--- src/hw/hdsrx_pkg.sv ---
// shared constants for the hd serial receiver lock and deserializer block
package hdsrx_pkg;
	localparam int WORD_W = 20;
	localparam int HALF_WORD = 10;
	localparam logic [4:0] CNT_LAST = 5'h13;
	localparam logic [4:0] CNT_HALF = 5'h0a;
	// phase lock filter, normalised fraction in 16 bits
	localparam int PL_W = 16;
	localparam int PL_SHIFT = 6;
	localparam logic [15:0] PL_STEP = 16'h03ff;
	localparam logic [15:0] PL_THRESH = 16'ha8f6;
	// register byte offsets
	localparam logic [7:0] OFS_CTRL = 8'h00;
	localparam logic [7:0] OFS_STATUS = 8'h04;
	localparam logic [7:0] OFS_IRQ_STAT = 8'h08;
	localparam logic [7:0] OFS_IRQ_CLR = 8'h0c;
	localparam logic [7:0] OFS_IRQ_EN = 8'h10;
	localparam logic [7:0] OFS_WORD = 8'h14;
	localparam logic [1:0] CTRL_RESET = 2'h1;
	localparam int CTRL_SWEEP_EN = 0;
	localparam int CTRL_MUTE_EN = 1;
	// status bit positions
	localparam int ST_LOCK = 0;
	localparam int ST_PHASE = 1;
	localparam int ST_DATA = 2;
	localparam int ST_SW_UP = 3;
	localparam int ST_SW_DN = 4;
	localparam int ST_MUTE = 5;
	localparam int ST_CARRIER = 6;
	localparam int ST_BYPASS = 7;
	// interrupt event positions
	localparam int IRQ_N = 4;
	localparam int EV_LOCK_UP = 0;
	localparam int EV_LOCK_DN = 1;
	localparam int EV_REVERSE = 2;
	localparam int EV_CARRIER = 3;
	// pin synchroniser positions
	localparam int PIN_N = 11;
	localparam int P_ANA = 0;
	localparam int P_DIG = 1;
	localparam int P_SAT_HI = 2;
	localparam int P_SAT_LO = 3;
	localparam int P_QUAD = 4;
	localparam int P_BYP_N = 5;
	localparam int P_DRV_N = 6;
	localparam int P_ASEL = 7;
	localparam int P_CARR = 8;
	localparam int P_LVL_LO = 9;
	localparam int P_ADJ = 10;
	typedef enum logic [1:0] {SW_UP, SW_DOWN, SW_HOLD} hdsrx_sweep_e;
endpackage

--- src/hw/hdsrx_word_if.sv ---
// link between the receive front end and the deserializer
`timescale 1ns/100ps
interface hdsrx_word_if;
	import hdsrx_pkg::*;
	logic              serial_bit;
	logic              mute;
	logic [WORD_W-1:0] word;
	logic              pclk;
	logic              word_stb;
	modport src (output serial_bit, output mute, input word, input pclk, input word_stb);
	modport deser (input serial_bit, input mute, output word, output pclk, output word_stb);
endinterface

--- src/hw/hdsrx_phase_lock.sv ---
// phase lock detector: filtered in-window transition fraction
`timescale 1ns/100ps
module hdsrx_phase_lock import hdsrx_pkg::*; (
	// clock and reset
	input  wire logic clk_i,
	input  wire logic rst_i,
	// transition events
	input  wire logic trans_i,
	input  wire logic in_window_i,
	// result
	output logic      phase_lock_o
);
	logic [PL_W-1:0] acc_reg;
	logic [PL_W-1:0] acc_next;

	always_comb begin
		acc_next = acc_reg - (acc_reg >> PL_SHIFT) + (in_window_i ? PL_STEP : 16'h0000);
	end

	always_ff @(posedge clk_i) begin
		if (rst_i) begin
			acc_reg <= 16'h0000;
		end else if (trans_i) begin
			acc_reg <= acc_next;
		end
	end

	always_ff @(posedge clk_i) begin
		if (rst_i) begin
			phase_lock_o <= 1'b0;
		end else begin
			phase_lock_o <= acc_reg > PL_THRESH;
		end
	end
endmodule

--- src/hw/hdsrx_deser.sv ---
// 1:20 serial to parallel converter with free running word clock
`timescale 1ns/100ps
module hdsrx_deser import hdsrx_pkg::*; (
	// clock and reset
	input  wire logic clk_i,
	input  wire logic rst_i,
	// word link
	hdsrx_word_if.deser lnk
);
	logic [4:0]        cnt_reg;
	logic [WORD_W-1:0] shift_reg;

	// divide by twenty, never gated by lock
	always_ff @(posedge clk_i) begin
		if (rst_i || cnt_reg == CNT_LAST) begin
			cnt_reg <= 5'h00;
		end else begin
			cnt_reg <= cnt_reg + 5'h01;
		end
	end

	always_ff @(posedge clk_i) begin
		if (rst_i) begin
			lnk.pclk <= 1'b0;
		end else begin
			lnk.pclk <= cnt_reg < (CNT_HALF - 5'h01) || cnt_reg == CNT_LAST;
		end
	end

	// first bit lands in bit 0
	always_ff @(posedge clk_i) begin
		if (rst_i) begin
			shift_reg <= '0;
		end else begin
			shift_reg <= {lnk.serial_bit, shift_reg[WORD_W-1:1]};
		end
	end

	always_ff @(posedge clk_i) begin
		if (rst_i) begin
			lnk.word <= '0;
			lnk.word_stb <= 1'b0;
		end else begin
			lnk.word_stb <= cnt_reg == CNT_LAST;
			if (cnt_reg == CNT_LAST) begin
				lnk.word <= lnk.mute ? '0 : {lnk.serial_bit, shift_reg[WORD_W-1:1]};
			end
		end
	end
endmodule

--- src/hw/hdsrx_top.sv ---
// hd serial receiver lock logic, input routing, mute and word output
//
// Summary of operation
// - lock drops without data or phase lock
// - integrator saturation means no data present
// - sweep integrator by injecting summing current
// - sweep stops once phase lock asserts
// - sweep direction reverses at either saturation
// - bypass low routes around reclock path
// - bypass mode: mute never touches words
// - bypass keeps loop locking and lock report
// - drive enable low enables serial driver
// - select high picks analog, low digital
// - carrier_present_n low while carrier seen
// - mute below level; unconnected adjust disables
// - serial stream becomes 20-bit words
// - no word alignment nor descrambling
// - word clock is serial rate over twenty
// - word clock freewheels when lock lost
// - phase lock above 0.66 window fraction
//
// Implementation choices: the address map and the Wishbone interface to the registers.
`timescale 1ns/100ps
module hdsrx_top import hdsrx_pkg::*; (
	// clock and reset
	input  wire logic              clk_i,
	input  wire logic              rst_i,
	// wishbone slave
	input  wire logic              wb_cyc_i,
	input  wire logic              wb_stb_i,
	input  wire logic              wb_we_i,
	input  wire logic [7:0]        wb_adr_i,
	input  wire logic [3:0]        wb_sel_i,
	input  wire logic [31:0]       wb_dat_i,
	output logic      [31:0]       wb_dat_o,
	output logic                   wb_ack_o,
	// serial and analog front end pins
	input  wire logic              analog_bit_i,
	input  wire logic              digital_bit_i,
	input  wire logic              integrator_sat_high_i,
	input  wire logic              integrator_sat_low_i,
	input  wire logic              quad_window_i,
	input  wire logic              carrier_detect_i,
	input  wire logic              level_low_i,
	input  wire logic              mute_level_adjust_i,
	// mode pins
	input  wire logic              bypass_n_i,
	input  wire logic              serial_drive_enable_n_i,
	input  wire logic              analog_select_i,
	// loop control
	output logic                   sweep_up_o,
	output logic                   sweep_down_o,
	output logic                   lock_o,
	// serial output driver
	output logic                   serial_drive_out_o,
	output logic                   serial_drive_oe_o,
	// status pins
	output logic                   carrier_present_n_o,
	output logic                   mute_o,
	// parallel output
	output logic      [WORD_W-1:0] par_data_o,
	output logic                   pclk_o,
	// interrupt
	output logic                   irq_o
);
	logic [PIN_N-1:0] pin_raw;
	logic [PIN_N-1:0] pin_meta_reg;
	logic [PIN_N-1:0] pin_reg;
	logic             sel_bit;
	logic             reclk_reg;
	logic             prev_reg;
	logic             trans;
	logic             phase_lock;
	logic             data_present;
	logic             bypass_act;
	hdsrx_sweep_e     sweep_reg;
	hdsrx_sweep_e     sweep_next;
	logic [1:0]       ctrl_reg;
	logic [IRQ_N-1:0] irq_stat_reg;
	logic [IRQ_N-1:0] irq_en_reg;
	logic [IRQ_N-1:0] events;
	logic             carr_prev_reg;
	logic             wb_req;
	logic             wb_wr;
	logic [7:0]       status;

	hdsrx_word_if lnk ();

	// pins gathered in synchroniser order
	assign pin_raw = {mute_level_adjust_i, level_low_i, carrier_detect_i, analog_select_i,
		serial_drive_enable_n_i, bypass_n_i, quad_window_i, integrator_sat_low_i,
		integrator_sat_high_i, digital_bit_i, analog_bit_i};

	// two flip-flop synchronisers for every pin
	genvar gi;
	generate
		for (gi = 0; gi < PIN_N; gi++) begin : g_sync
			always_ff @(posedge clk_i) begin
				if (rst_i) begin
					pin_meta_reg[gi] <= 1'b0;
					pin_reg[gi] <= 1'b0;
				end else begin
					pin_meta_reg[gi] <= pin_raw[gi];
					pin_reg[gi] <= pin_meta_reg[gi];
				end
			end
		end
	endgenerate

	assign sel_bit = pin_reg[P_ASEL] ? pin_reg[P_ANA] : pin_reg[P_DIG];

	always_ff @(posedge clk_i) begin
		if (rst_i) begin
			reclk_reg <= 1'b0;
			prev_reg <= 1'b0;
		end else begin
			reclk_reg <= sel_bit;
			prev_reg <= sel_bit;
		end
	end

	assign trans = sel_bit != prev_reg;

	hdsrx_phase_lock u_phase_lock (
		.clk_i        (clk_i),
		.rst_i        (rst_i),
		.trans_i      (trans),
		.in_window_i  (pin_reg[P_QUAD]),
		.phase_lock_o (phase_lock)
	);

	assign data_present = !(pin_reg[P_SAT_HI] || pin_reg[P_SAT_LO]);

	always_ff @(posedge clk_i) begin
		if (rst_i) begin
			lock_o <= 1'b0;
		end else begin
			lock_o <= data_present && phase_lock;
		end
	end

	always_comb begin
		sweep_next = sweep_reg;
		case (sweep_reg)
			SW_UP: begin
				if (pin_reg[P_SAT_HI]) begin
					sweep_next = SW_DOWN;
				end
			end
			SW_DOWN: begin
				if (pin_reg[P_SAT_LO]) begin
					sweep_next = SW_UP;
				end
			end
			SW_HOLD: begin
				sweep_next = SW_UP;
			end
			default: begin
				sweep_next = SW_HOLD;
			end
		endcase
		if (phase_lock || !ctrl_reg[CTRL_SWEEP_EN]) begin
			sweep_next = SW_HOLD;
		end
	end

	always_ff @(posedge clk_i) begin
		if (rst_i) begin
			sweep_reg <= SW_HOLD;
		end else begin
			sweep_reg <= sweep_next;
		end
	end

	assign sweep_up_o = sweep_reg == SW_UP;
	assign sweep_down_o = sweep_reg == SW_DOWN;

	// bypass low skips the reclock flop
	assign bypass_act = !pin_reg[P_BYP_N];
	assign lnk.serial_bit = bypass_act ? sel_bit : reclk_reg;

	always_ff @(posedge clk_i) begin
		if (rst_i) begin
			serial_drive_out_o <= 1'b0;
			serial_drive_oe_o <= 1'b0;
			mute_o <= 1'b0;
			carrier_present_n_o <= 1'b1;
		end else begin
			serial_drive_out_o <= lnk.serial_bit;
			serial_drive_oe_o <= !pin_reg[P_DRV_N];
			mute_o <= pin_reg[P_LVL_LO] && pin_reg[P_ADJ] && ctrl_reg[CTRL_MUTE_EN] && !bypass_act;
			carrier_present_n_o <= !pin_reg[P_CARR];
		end
	end

	assign lnk.mute = mute_o;

	hdsrx_deser u_deser (
		.clk_i (clk_i),
		.rst_i (rst_i),
		.lnk   (lnk.deser)
	);

	assign par_data_o = lnk.word;
	assign pclk_o = lnk.pclk;

	// wishbone slave, one wait state; writes land on the ack edge
	assign wb_req = wb_cyc_i && wb_stb_i && !wb_ack_o;
	assign wb_wr = wb_cyc_i && wb_stb_i && wb_ack_o && wb_we_i && wb_sel_i[0];

	always_ff @(posedge clk_i) begin
		if (rst_i) begin
			wb_ack_o <= 1'b0;
		end else begin
			wb_ack_o <= wb_req;
		end
	end

	always_ff @(posedge clk_i) begin
		if (rst_i) begin
			ctrl_reg <= CTRL_RESET;
			irq_en_reg <= '0;
		end else if (wb_wr) begin
			if (wb_adr_i == OFS_CTRL) begin
				ctrl_reg <= wb_dat_i[1:0];
			end
			if (wb_adr_i == OFS_IRQ_EN) begin
				irq_en_reg <= wb_dat_i[IRQ_N-1:0];
			end
		end
	end

	assign status = {bypass_act, !carrier_present_n_o, mute_o, sweep_down_o, sweep_up_o,
		data_present, phase_lock, lock_o};

	always_ff @(posedge clk_i) begin
		if (rst_i) begin
			wb_dat_o <= 32'h0000_0000;
		end else if (wb_req && !wb_we_i) begin
			case (wb_adr_i)
				OFS_CTRL: wb_dat_o <= {30'h0000_0000, ctrl_reg};
				OFS_STATUS: wb_dat_o <= {24'h00_0000, status};
				OFS_IRQ_STAT: wb_dat_o <= {28'h000_0000, irq_stat_reg};
				OFS_IRQ_EN: wb_dat_o <= {28'h000_0000, irq_en_reg};
				OFS_WORD: wb_dat_o <= {12'h000, lnk.word};
				default: wb_dat_o <= 32'h0000_0000;
			endcase
		end
	end

	// interrupt events
	always_ff @(posedge clk_i) begin
		if (rst_i) begin
			carr_prev_reg <= 1'b0;
		end else begin
			carr_prev_reg <= pin_reg[P_CARR];
		end
	end

	assign events[EV_LOCK_UP] = data_present && phase_lock && !lock_o;
	assign events[EV_LOCK_DN] = !(data_present && phase_lock) && lock_o;
	assign events[EV_REVERSE] = sweep_reg != SW_HOLD && sweep_next != SW_HOLD && sweep_next != sweep_reg;
	assign events[EV_CARRIER] = pin_reg[P_CARR] != carr_prev_reg;

	// set wins over clear
	always_ff @(posedge clk_i) begin
		if (rst_i) begin
			irq_stat_reg <= '0;
		end else if (wb_wr && wb_adr_i == OFS_IRQ_CLR) begin
			irq_stat_reg <= (irq_stat_reg & ~wb_dat_i[IRQ_N-1:0]) | events;
		end else begin
			irq_stat_reg <= irq_stat_reg | events;
		end
	end

	assign irq_o = |(irq_stat_reg & irq_en_reg);
endmodule

--- config.mk ---
export PLATFORM = sky130hd
export DESIGN_NAME = hdsrx_top
export DESIGN_NICKNAME = d
export VERILOG_FILES = /design/src/hw/hdsrx_pkg.sv /design/src/hw/hdsrx_word_if.sv /design/src/hw/hdsrx_phase_lock.sv /design/src/hw/hdsrx_deser.sv /design/src/hw/hdsrx_top.sv
export SDC_FILE = /design/constraint.sdc
export NUM_CORES = 1
export LEC_CHECK = 0
export ABC_CLOCK_PERIOD_IN_PS = 4300
export BUFFER_PORTS_ARGS = -buffer_cell sky130_fd_sc_hd__buf_2
export CELL_PAD_IN_SITES_DETAIL_PLACEMENT = 0
export CELL_PAD_IN_SITES_GLOBAL_PLACEMENT = 1
export CORE_MARGIN = 2
export CORE_UTILIZATION = 44
export CTS_CLUSTER_DIAMETER = 120
export CTS_CLUSTER_SIZE = 8
export DETAILED_ROUTE_END_ITERATION = 7
export PLACE_DENSITY_LB_ADDON = 0.1
export SYNTH_ARGS = -nofsm -noshare
export SYNTH_HDL_FRONTEND = slang
export SYNTH_SLANG_ARGS = --single-unit
--- constraint.sdc ---
create_clock -name clk_i -period 4.3 [get_ports clk_i]
set_input_delay 0.43 -clock clk_i [delete_from_list [all_inputs] [get_ports clk_i]]
set_output_delay 0.43 -clock clk_i [all_outputs]
set_load 0.01 [all_outputs]
==> results.md <==
* Post-cts resize count at 0
* Critical path's slowest cell: nor4_1
* DR vias at 4240
* All-layer global routing usage at 0.187
* Mapped Area at 5630 um^2
* Initial core utilization at 0.448
* Clk buf depth at 2
* Synth unique cells at 61
* Outcome: completed
* Post-synthesis mux area share at 0.0280
* Total Wirelength at 12200 um
* XOR/XNOR share of the synthesized area at 0.0200
* Setup TNS at 0 ns
* Final worst-path cycle share at 0.747
* Initial antenna violation count at 0
* Die area at 13700 um^2
* Worst hold stages at 2
* Total inserted antenna cells at 0
* Synth top area cells: dfxtp_1, nor2b_1, ha_1
* Placed Instance Area at 6040 um^2
* CP arrival at 3.49 ns
* Dpl hpwl at 8550 um
* Share of cells above drive strength 1 at 0.218
* Post-synthesis adder-cell area fraction at 0.0867
* Row cnt at 41
* Startpoint class of the critical path: flip-flop
* CP endpoint kind: flip-flop
* Max-slew violation count at 0
* Leak pwr at 0.00290 uW
* Seq/Total Area, Yosys at 0.438
* Setup slack after placement at 1.14 ns
* Complex-gate fraction of the synthesized area at 0.161
* Routed met3 length at 635 um
* Kind of cell adding the most delay to the critical path: adder cells
* Max_cap viols at 0
* FILL cells at 1220
* DRT iter0 DRCs at 214
* Pre-Repair DR Iteration Count at 4
* Synth warn at 0
* Syn Inst Count at 590
* Hold Crit Class: input pin to flip-flop
* Worst skew pair latency at 0.41 ns
* Setup-failing EPs final at 0
* Least-Margin Pin Slew at 0.910 ns
* # DRC at 0
* Vias in the first global route at 3889
* Final hold violation count at 0
* Post-synth EDFFs at 0
* Worst-path cell chain: inv_1 -> fa_1 -> inv_1 -> ha_1 -> a21o_1 -> a21oi_1 -> a21oi_1 -> nor4_1 -> mux2i_1 -> o22ai_1
* WL met2 at 5540 um
* CTS sink cnt at 123
* Setup ws final at 1.09 ns
* Layout area overhead at 17.9%
* Buf/Inv on CP at 2
* Vias/cell at 4.98
* Root Buffer: clkbuf_16
* Die H at 117 um
* Post-route minimum period at 3.21 ns
* FF+latch count, synth at 123
* CTS Buf Count at 17
* Simple-Gate Fraction of Synth Area at 0.189
* Max Fclk at 311 MHz
* Maximum vdd drop at 0.000336 V
* Largest family of logic cells by synthesized area: simple AND/OR/NAND/NOR gates
* Fin nets at 759
* Critical Path Fanout Max at 9
* Met1 wire length at 5870 um
* Avg WL per Cell at 14.3 um
* Post-synth ARST share at 0
* Crit-path max cell delay at 0.57 ns
* ANT nets after route at 0
* Port Buffers at 78
* Clk slew on worst S/H paths at 0.06 ns
* Post-CTS Setup Inserts at 0
* Fin util at 0.528
* Kind of critical path: flip-flop to flip-flop
* Global-route wire length before repair at 19600 um
* CORE AREA at 12600 um^2
* Width of the die at 117 um
* Most used DFF post-synth: dfxtp_1
* Worst Clk Skew at 0.0123 ns
* Worst reg-to-reg path cell count at 10
* Synthesized area per cell at 9.54 um^2
* H-Tree Depth at 4
* Total power density per cell area at 615 nW/um^2
* WP depth at 10
* Yosys top cell area share at 0.438
* Hold bufs inserted after CTS at 0
* Unrepaired setup endpoints after global routing: false
* Largest net degree at the start of global routing at 56
* Worst path required time at 4.58 ns
* Headroom to the max-slew limit at 0.391
* IO Count at 122
* TritonCTS clock tree: done
* Largest area contributor in the netlist: dfxtp_1
* Post-Layout Inst Area at 6640 um^2
* GP Congestion at 0.821
* Congestion Overflow GR at 0
* Top Metal Used: met4
## layout by cell type, fill, tap and decap left out, drive strengths merged, types with 5 or more instances in the layout
master  count
a21oi      41
a22o       20
a22oi      20
buf        81
clkbuf     18
clkinv      5
conb       12
dfxtp     123
fa         10
ha         23
inv        52
mux2i       9
nand2      36
nand2b      8
nand3      11
nand4       5
nor2       50
nor2b      48
nor3        7
nor4        6
o21ai      25
or3         6
xnor2       9
## where the power goes
part | switching (uW) | internal (uW) | total [uW]
logic | 775 | 597 | 1370
clock network | 540 | 879 | 1420
registers | 83.7 | 1210 | 1290
## worst register-to-register path: cells and delay by family, from the launching register on
kind / cells / cell delay, ns
buf+inv: 2 / 0.44
mux: 1 / 0.27
flops: 1 / 0.31
compound gates: 4 / 0.72
simple gates: 1 / 0.57
fa+ha+maj: 2 / 0.77
## Yosys cell counts, types with 3 or more instances
master	count
a21o_1	4
a21oi_1	41
a22o_1	20
a22oi_1	10
a22oi_2	10
a31oi_1	3
buf_4	12
clkbuf_1	14
clkbuf_8	6
dfxtp_1	123
fa_1	10
ha_1	23
inv_1	47
mux2_2	4
mux2i_1	9
nand2_1	35
nand2b_1	8
nand3_1	11
nand4_1	5
nor2_1	40
nor2_2	10
nor2b_1	48
nor3_1	7
nor4_1	4
o21a_1	4
o21ai_0	25
or3_1	5
xnor2_1	8
xor2_1	3
## final timing paths
kind                      from                        to  slack [ns]
setup / recovery    pin_reg[4]  u_phase_lock.acc_reg[11]        1.09
hold reg to reg     pin_reg[6]         serial_drive_oe_o        0.39
hold / removal    analog_bit_i           pin_meta_reg[0]        0.22
setup reg to reg    pin_reg[4]  u_phase_lock.acc_reg[11]        1.09
## cell families after synthesis
group / after synthesis
simple gates: 193
compound gates: 132
flops: 123
buf+inv: 82
fa+ha+maj: 33
mux: 14
xor+xnor: 12
other cells: 1
## metal layers
| layer | global-route usage | vias to the layer above |
|---|---|---|
| met5 | 0 | - |
| met2 | 0.290 | 106 |
| met3 | 0.0551 | 9 |
| met1 | 0.252 | 1977 |
| li1 | - | 2148 |
| met4 | 0.0580 | 0 |
## area by class of cell
| cell class | instances | area (um^2) | area share |
|---|---|---|---|
| clock inverters | 14 | 159 | 0.0239 |
| inverters | 47 | 176 | 0.0266 |
| repair buffers | 81 | 415 | 0.0626 |
| flip-flops and latches | 123 | 2460 | 0.371 |
| multi-input cells | 396 | 2770 | 0.417 |
| clock buffers | 18 | 439 | 0.0662 |
| well taps | 172 | 215 | 0.0324 |
## metrics by stage
step	hold WS (ns)	power [uW]	std cells
2_1_floorplan	0.368	2390	601
3_3_place_gp	0.379	2660	819
3_5_place_dp	0.389	2680	819
4_1_cts	0.208	4120	851
5_1_grt	0.224	4380	851
6_report	0.225	4080	851
Power figures use the tool's default switching activity.
